## config.mk

```make
export PLATFORM = sky130hd
export DESIGN_NAME = ncpb_bank
export DESIGN_NICKNAME = d
export VERILOG_FILES = /design/src/core/ncpb_pkg.sv /design/src/core/ncpb_wr_if.sv /design/src/core/ncpb_word.sv /design/src/core/ncpb_bank.sv
export SDC_FILE = /design/constraint.sdc
export NUM_CORES = 1
export LEC_CHECK = 0
export BUFFER_PORTS_ARGS = -buffer_cell sky130_fd_sc_hd__buf_2
export CORE_ASPECT_RATIO = 0.7
export CORE_MARGIN = 3
export CORE_UTILIZATION = 45
export DETAILED_ROUTE_END_ITERATION = 8
export PLACE_DENSITY = 0.7
export SLEW_MARGIN = 5
export SYNTH_ARGS = -nofsm -noshare
export SYNTH_HDL_FRONTEND = slang
export SYNTH_HIERARCHICAL = 1
export SYNTH_SLANG_ARGS = --single-unit
export TNS_END_PERCENT = 1
```

## constraint.sdc

```tcl
create_clock -name i_clk -period 3.1 [get_ports i_clk]
set_input_delay 0.62 -clock i_clk [delete_from_list [all_inputs] [get_ports i_clk]]
set_output_delay 0.62 -clock i_clk [all_outputs]
set_load 0.02 [all_outputs]
```

## src/core/ncpb_pkg.sv

```systemverilog
// Package with offsets, widths and reset values of the NCO preset bank
package ncpb_pkg;
    localparam int ADDR_W = 12;
    localparam int DATA_W = 32;
    localparam int PHASE_W = 16;
    localparam logic [11:0] OFS_A3_FREQ = 12'h238;
    localparam logic [11:0] OFS_A3_PHASE = 12'h23C;
    localparam logic [11:0] OFS_B0_FREQ = 12'h240;
    localparam logic [11:0] OFS_B0_PHASE = 12'h244;
    localparam logic [11:0] OFS_B1_FREQ = 12'h248;
    localparam logic [11:0] OFS_B1_PHASE = 12'h24C;
    localparam logic [11:0] OFS_B2_FREQ = 12'h250;
    localparam logic [11:0] OFS_B2_PHASE = 12'h254;
    localparam logic [11:0] OFS_B3_FREQ = 12'h258;
    localparam logic [11:0] OFS_B3_PHASE = 12'h25C;
    localparam logic [31:0] FREQ_RST = 32'hC0000000;
    localparam logic [15:0] PHASE_RST = 16'h0000;
endpackage : ncpb_pkg

```

## src/core/ncpb_wr_if.sv

```systemverilog
// Interface carrying a register write strobe and data to a preset word
`timescale 1ns/1ps
`default_nettype none
interface ncpb_wr_if;
    logic we;
    logic [31:0] wdata;
    modport src (output we, output wdata);
    modport dst (input we, input wdata);
endinterface : ncpb_wr_if
`default_nettype wire

```

## src/core/ncpb_word.sv

```systemverilog
// One read-write preset word with a reset value
`timescale 1ns/1ps
`default_nettype none
module ncpb_word #(
    parameter int W = 32,
    parameter logic [W-1:0] RST = '0
) (
    input wire logic i_clk,
    input wire logic i_sys_rst,
    ncpb_wr_if.dst wr,
    output logic [W-1:0] o_value
);
    always_ff @(posedge i_clk) begin
        if (i_sys_rst) begin
            o_value <= RST;
        end else if (wr.we) begin
            o_value <= wr.wdata[W-1:0];
        end
    end
endmodule : ncpb_word
`default_nettype wire

```

## src/core/ncpb_bank.sv

```systemverilog
// NCO preset register bank: channel A preset 3 and channel B presets 0 to 3
`timescale 1ns/1ps
`default_nettype none
module ncpb_bank (
    input wire logic i_clk,
    input wire logic i_sys_rst,
    input wire logic i_wr_en,
    input wire logic i_rd_en,
    input wire logic [11:0] i_addr,
    input wire logic [31:0] i_wdata,
    output logic [31:0] o_rdata,
    output logic o_rd_valid,
    input wire logic i_interleaved,
    input wire logic [1:0] i_preset_sel,
    output logic [31:0] o_nco_a_freq,
    output logic [31:0] o_nco_a_phase,
    output logic [31:0] o_nco_b_freq,
    output logic [31:0] o_nco_b_phase
);
    localparam int N = 10;
    // Read decode table, same order as the val array below
    localparam logic [11:0] OFS [N] = '{
        ncpb_pkg::OFS_A3_FREQ, ncpb_pkg::OFS_A3_PHASE,
        ncpb_pkg::OFS_B0_FREQ, ncpb_pkg::OFS_B0_PHASE,
        ncpb_pkg::OFS_B1_FREQ, ncpb_pkg::OFS_B1_PHASE,
        ncpb_pkg::OFS_B2_FREQ, ncpb_pkg::OFS_B2_PHASE,
        ncpb_pkg::OFS_B3_FREQ, ncpb_pkg::OFS_B3_PHASE};
    logic [31:0] val [N];
    logic [31:0] rdata_q;
    logic rd_valid_q;
    logic [31:0] rdata_d;
    logic [15:0] ph_a3;
    logic [15:0] ph_b0;
    logic [15:0] ph_b1;
    logic [15:0] ph_b2;
    logic [15:0] ph_b3;
    ncpb_wr_if wif_a3_freq ();
    ncpb_wr_if wif_a3_phase ();
    ncpb_wr_if wif_b0_freq ();
    ncpb_wr_if wif_b0_phase ();
    ncpb_wr_if wif_b1_freq ();
    ncpb_wr_if wif_b1_phase ();
    ncpb_wr_if wif_b2_freq ();
    ncpb_wr_if wif_b2_phase ();
    ncpb_wr_if wif_b3_freq ();
    ncpb_wr_if wif_b3_phase ();

    assign wif_a3_freq.we = i_wr_en && (i_addr == ncpb_pkg::OFS_A3_FREQ);
    assign wif_a3_freq.wdata = i_wdata;
    ncpb_word #(
        .W(32),
        .RST(ncpb_pkg::FREQ_RST)
    ) u_a3_freq (
        .i_clk(i_clk),
        .i_sys_rst(i_sys_rst),
        .wr(wif_a3_freq),
        .o_value(val[0])
    );

    assign wif_a3_phase.we = i_wr_en && (i_addr == ncpb_pkg::OFS_A3_PHASE);
    assign wif_a3_phase.wdata = i_wdata;
    ncpb_word #(
        .W(16),
        .RST(ncpb_pkg::PHASE_RST)
    ) u_a3_phase (
        .i_clk(i_clk),
        .i_sys_rst(i_sys_rst),
        .wr(wif_a3_phase),
        .o_value(ph_a3)
    );
    assign val[1] = {16'h0000, ph_a3};

    assign wif_b0_freq.we = i_wr_en && (i_addr == ncpb_pkg::OFS_B0_FREQ);
    assign wif_b0_freq.wdata = i_wdata;
    ncpb_word #(
        .W(32),
        .RST(ncpb_pkg::FREQ_RST)
    ) u_b0_freq (
        .i_clk(i_clk),
        .i_sys_rst(i_sys_rst),
        .wr(wif_b0_freq),
        .o_value(val[2])
    );

    assign wif_b0_phase.we = i_wr_en && (i_addr == ncpb_pkg::OFS_B0_PHASE);
    assign wif_b0_phase.wdata = i_wdata;
    ncpb_word #(
        .W(16),
        .RST(ncpb_pkg::PHASE_RST)
    ) u_b0_phase (
        .i_clk(i_clk),
        .i_sys_rst(i_sys_rst),
        .wr(wif_b0_phase),
        .o_value(ph_b0)
    );
    assign val[3] = {16'h0000, ph_b0};

    assign wif_b1_freq.we = i_wr_en && (i_addr == ncpb_pkg::OFS_B1_FREQ);
    assign wif_b1_freq.wdata = i_wdata;
    ncpb_word #(
        .W(32),
        .RST(ncpb_pkg::FREQ_RST)
    ) u_b1_freq (
        .i_clk(i_clk),
        .i_sys_rst(i_sys_rst),
        .wr(wif_b1_freq),
        .o_value(val[4])
    );

    assign wif_b1_phase.we = i_wr_en && (i_addr == ncpb_pkg::OFS_B1_PHASE);
    assign wif_b1_phase.wdata = i_wdata;
    ncpb_word #(
        .W(16),
        .RST(ncpb_pkg::PHASE_RST)
    ) u_b1_phase (
        .i_clk(i_clk),
        .i_sys_rst(i_sys_rst),
        .wr(wif_b1_phase),
        .o_value(ph_b1)
    );
    assign val[5] = {16'h0000, ph_b1};

    assign wif_b2_freq.we = i_wr_en && (i_addr == ncpb_pkg::OFS_B2_FREQ);
    assign wif_b2_freq.wdata = i_wdata;
    ncpb_word #(
        .W(32),
        .RST(ncpb_pkg::FREQ_RST)
    ) u_b2_freq (
        .i_clk(i_clk),
        .i_sys_rst(i_sys_rst),
        .wr(wif_b2_freq),
        .o_value(val[6])
    );

    assign wif_b2_phase.we = i_wr_en && (i_addr == ncpb_pkg::OFS_B2_PHASE);
    assign wif_b2_phase.wdata = i_wdata;
    ncpb_word #(
        .W(16),
        .RST(ncpb_pkg::PHASE_RST)
    ) u_b2_phase (
        .i_clk(i_clk),
        .i_sys_rst(i_sys_rst),
        .wr(wif_b2_phase),
        .o_value(ph_b2)
    );
    assign val[7] = {16'h0000, ph_b2};

    assign wif_b3_freq.we = i_wr_en && (i_addr == ncpb_pkg::OFS_B3_FREQ);
    assign wif_b3_freq.wdata = i_wdata;
    ncpb_word #(
        .W(32),
        .RST(ncpb_pkg::FREQ_RST)
    ) u_b3_freq (
        .i_clk(i_clk),
        .i_sys_rst(i_sys_rst),
        .wr(wif_b3_freq),
        .o_value(val[8])
    );

    // Channel B preset 3 phase sits in the word after its frequency
    assign wif_b3_phase.we = i_wr_en && (i_addr == ncpb_pkg::OFS_B3_PHASE);
    assign wif_b3_phase.wdata = i_wdata;
    ncpb_word #(
        .W(16),
        .RST(ncpb_pkg::PHASE_RST)
    ) u_b3_phase (
        .i_clk(i_clk),
        .i_sys_rst(i_sys_rst),
        .wr(wif_b3_phase),
        .o_value(ph_b3)
    );
    assign val[9] = {16'h0000, ph_b3};

    always_comb begin
        rdata_d = 32'h00000000;
        for (int i = 0; i < N; i++) begin
            if (i_addr == OFS[i]) begin
                rdata_d = val[i];
            end
        end
    end
    always_ff @(posedge i_clk) begin
        if (i_sys_rst) begin
            rdata_q <= 32'h00000000;
            rd_valid_q <= 1'b0;
        end else begin
            rd_valid_q <= i_rd_en;
            if (i_rd_en) begin
                rdata_q <= rdata_d;
            end
        end
    end
    assign o_rdata = rdata_q;
    assign o_rd_valid = rd_valid_q;
    // Channel A only preset 3 is held here; other presets lie outside
    assign o_nco_a_freq = val[0];
    assign o_nco_a_phase = {val[1][15:0], 16'h0000};
    logic [3:0] bi;
    assign bi = {1'b0, i_preset_sel, 1'b0} + 4'h2;
    // interleaved mode uses channel A preset for channel B
    assign o_nco_b_freq = i_interleaved ? val[0] : val[bi];
    assign o_nco_b_phase = i_interleaved ? {val[1][15:0], 16'h0000}
                                         : {val[bi + 4'h1][15:0], 16'h0000};
endmodule : ncpb_bank
`default_nettype wire

```

# Yosys cells after proc, flatten, opt, wreduce, memory -nomap -nowiden
# Cells that the tools add are included.
dict set report classes {
  muxes 18
  n_addsub 2
  n_eq_ne 10
  magnitude_cmp 2
  reduce_logical 10
  n_bitwise 2
}
# operator n
set op_table {}
lappend op_table {{$mux W32} 14}
lappend op_table {{$bmux W32 S4} 2}
lappend op_table {{$eq A12 B10 Y1 const B} 10}
lappend op_table {{$mux W16} 2}
lappend op_table {{$ge A5 B5 Y1 const B} 2}
lappend op_table {{$logic_and A1 B1 Y1} 10}
lappend op_table {{$not A4 Y5} 2}
lappend op_table {{$add A3 B2 Y4 const B} 1}
lappend op_table {{$add A4 B1 Y4 const B} 1}
dict set report word_totals {
  output_inout_bits 161
  register_bits 273
  inputBits 51
  wordCells 56
}

# Logic depth before layout (Yosys ltp)
dict set report logic_depth {
  word_depth 11
  depth_mapped 10
  mapped_depth_nobuf 7
}

# Modules after synthesis
# Netlist, hierarchy kept.
# mod area_per_inst_um2 n_inst cells_each
set by_module_without_submodules {}
lappend by_module_without_submodules {{ncpb_word (u_a3_freq ...)} 1167.4 5 103}
lappend by_module_without_submodules {ncpb_bank 5367.6 1 665}
lappend by_module_without_submodules {{ncpb_word (u_a3_phase ...)} 580.6 5 52}

# Least setup slack after synthesis
# Ideal clock, no wire load.
dict set report synth_path {
  path_kind {input port to output port}
  from {input i_preset_sel[0]}
  to {output o_nco_b_freq[26]}
  path_stages 8
  required_ns 2.480
  arrival_ns 2.709
  slack_ns -0.229
  cell_sequence {ha_1 -> clkbuf_1 -> buf_2 -> nor3b_1 -> clkbuf_1 -> clkbuf_1 -> a22oi_1 -> o21ai_0}
}
dict set report synth_via {
  elab_chain_cells 6
}
# element line_no
set synth_rtl {}
lappend synth_rtl {{start, declared} ncpb_bank.sv:14} ;# input wire logic [1:0] i_preset_sel,
lappend synth_rtl {{$add A3 B2 Y4} ncpb_bank.sv:199} ;# assign bi = {1'b0, i_preset_sel, 1'b0} + 4'h2;
lappend synth_rtl {{$not A4 Y5 (not written as such)} ncpb_bank.sv:201} ;# assign o_nco_b_freq = i_interleaved ? val[0] : val[bi];
lappend synth_rtl {{$bmux W32 S4} ncpb_bank.sv:201}
lappend synth_rtl {{$mux W32 (not written as such) (2 in series)} ncpb_bank.sv:201}
lappend synth_rtl {{$mux W32} ncpb_bank.sv:201}
lappend synth_rtl {{end, declared} ncpb_bank.sv:17} ;# output logic [31:0] o_nco_b_freq,
# No other way between the ends. The select of a mux whose other input is x is not followed.

# Worst setup path in the final report
dict set report layout_path {
  from {input i_preset_sel[0]}
  to {output o_nco_b_freq[31]}
}
# Same word-level chain as after synthesis.

==> impl_metrics.yaml <==
yosys:
  synth.area.top_cells: "dfxtp_1 39%, mux2i_1 20%, mux4_2 7.7%"
  ys_warn_count: 6
  netlist_instances: 1440
  synth_cell_type_count: 45
  synth_seq_cells: 273
  synth_largest_area_cell: "dfxtp_1"
  synth-edff-count: 0
  synth.avg_cell_area_um2: 9.797
  yosysSeqAreaShare_pct: 38.74
  synth_top_area_share_pct: 38.74
  async_flop_share_pct: 0
  synth-main-ff-cell: "dfxtp_1"
  synth_common_cells: "278 x mux2i_1, 276 x nor2_1, 273 x dfxtp_1, 113 x o21ai_0, 57 x clkbuf_1"
  syn_area_um2: 14110
  synth_most_common_cell: "mux2i_1"
placed_design:
  portBuffers: 179
  gp_congestion: 0.8479
  dpl-instance-area_um2: 15260
  dp_cells: 1971
  hpwl_um: 29300
setup_path:
  cp-start-kind: "primary input"
  critPathArrivalTime_ns: 2.41
  cpMaxStageDelayCell: "ha_4"
  cp_max_fo: 9
  r2r-end: "o_rdata[19]"
  r2r_cells: 3
  path_buf_inv: 6
  reg2reg_slack_ns: 1.87
  cp.required_ns: 2.48
  crit_type: "primary input to primary output"
  crit_family: "buffers and inverters"
  slowest_delay_ns: 0.27
  cp-end-kind: "primary output"
  rr_startpoint: "u_b2_freq/o_value[19]"
  crit_chain: "buf_2 > ha_4 > buf_4 > buf_12 > nor3b_4 > buf_6 > buf_4 > a22oi_1 > o21ai_0 > buf_2"
die:
  core_area_um2: 30440
  die_area_um2: 33540
  rows: 53
  io_pins: 212
  start_util_pct: 46.35
  die_y_um: 154.1
  dieWidth_um: 217.6
run_status:
  status: "complete, no violations"
finish:
  nNetsFinal: 1647
  nFillCells: 2722
  final_area_um2: 16300
  area_delta_synth_final_pct: 15.57
  layoutNonFillerInstCount: 2030
  drive_gt1_share_pct: 24.69
  final_util_pct: 53.57
worst_hold_path:
  hold_class: "primary input to flop"
  hold_path_depth: 2
  whs_endpoint: "u_b2_freq/o_value[30]"
  hold_start: "i_wdata[30]"
power_and_ir_drop:
  power_mw: 7.469
  vdd_drop_max_mv: 0.3386
  power.density_nw_per_um2: 458.1
  leakage_nw: 5.820
sta:
  max_freq_mhz: 330.0
  hold_violations: 0
  finalCritPeriodShare_pct: 97.76
  period_minus_slack_ns: 3.031
  setup_viol: 0
  finClkSkew_ns: 0.01537
  drv_slew: 0
  rsz0062_at_grt: "yes"
  worst_slew_pin_slew_ns: 0.8655
  slew_headroom_pct: 42.30
  finalSetupTns_ns: 0
drt:
  drtIter0Drc: 1308
  drt-total-wl_um: 45070
  vias: 11910
  routedWlPerCell_um: 22.20
  drt_drc_violations_left: 0
  via_per_inst: 5.867
  ant_nets: 0
  drtPass1Iterations: 6
cts:
  cts_buffers: 28
  tritoncts: "yes"
  cts-root-buf: "clkbuf_16"
  htreeDepth: 1
  clock_sinks: 273
  path_clk_slew_ns: 0.07
  insertion_delay_ns: 0.56
  cts_max_path_buffers: 3
  holdBufCountCts: 0
global_route:
  grt_pass1_wl_um: 68380
  grt_pass1_vias: 11350
  grt_usage_pct: 25.93
  grt_overflow: 0
  grt_max_degree: 131
  antenna_found_initial: 2
run:
  max-cap-violations: 0
## where the power goes
group | total, mW | leakage [nW] | switching, mW | internal (mW)
Combinational | 0.550 | 3.17 | 0.370 | 0.180
Clock | 3.41 | 0.457 | 1.45 | 1.96
Sequential | 3.51 | 2.20 | 0.000735 | 3.51
## stage by stage
step                hold WS [ns]  setup WS [ns]
CTS                       0.3251      0.0004918
detailed placement        0.4770       -0.07421
global placement          0.4714       -0.02646
floorplan                 0.4722       -0.07921
global route              0.3422       -0.02095
finish                    0.3472        0.06935
## worst reg2reg max path: stages (launching register included)
cell	delay (ns)
dfxtp_1	0.33
mux2_2	0.26
a222oi_1	0.37
o21ai_0	0.13
## how the worst max path moves through the flow
stage | start | to | slack (ns) | cells past startpoint
after floorplan | i_preset_sel[0] | o_nco_b_freq[27] | -0.08 | 8
after global placement | i_preset_sel[0] | o_nco_b_freq[1] | -0.03 | 7
after detailed placement | i_preset_sel[0] | o_nco_b_freq[1] | -0.07 | 7
after CTS | i_preset_sel[0] | o_nco_b_freq[1] | 0.0005 | 7
after global routing | i_preset_sel[0] | o_nco_b_freq[20] | -0.02 | 10
final | i_preset_sel[0] | o_nco_b_freq[31] | 0.07 | 10
## flip-flops by register name, indices dropped and copies added, names as in the netlist, 32 cells and up
register and count:
u_b3_freq/o_value 32, u_a3_freq/o_value 32, u_b0_freq/o_value 32, u_b2_freq/o_value 32, o_rdata 32, u_b1_freq/o_value 32
## layout by cell type, fill, tap and decap left out, types with 17 or more instances in the layout
master       n
a22oi_1     54
buf_12      17
buf_2      175
buf_4       53
clkbuf_16   28
conb_1      32
dfxtp_1    273
inv_1       18
mux2i_1    278
mux4_2      48
nand2_1     56
nand3_1     19
nor2_1     267
o21ai_0     93
o21ai_1     24
## repair_timing
item,4_1_cts,5_1_grt
endpoints found under the setup margin,18,39
setup buffers,1,5
pin swaps,1,2
resized for setup,3,5
## layer usage
layer	GRT usage, %	routed length [um]	vias to the layer above
met2	38.46	19430	632
li1	-	-	5432
met1	37.74	20090	5753
met5	0	0	-
met4	6.952	1075	0
met3	6.262	4466	92
## cell families after synthesis
logic type | share of synthesized area [%]
compound gates | 12.64
simple gates | 11.29
other cells | 0.02658
flops | 38.74
mux | 28.67
buf+inv | 8.550
fa+ha+maj | 0.08868
## cell type report
cell class	count	area, um^2	share of cell area [%]
repair buffers	248	1648	10.11
diodes	2	5.005	0.03070
clock buffers	42	843.3	5.172
flip-flops and latches	273	5465	33.52
multi-input cells	1024	7666	47.02
well taps	412	515.5	3.162
inverters	20	75.07	0.4604
clock inverters	9	86.33	0.5295
Note: power is estimated with default switching activity, not from simulation.
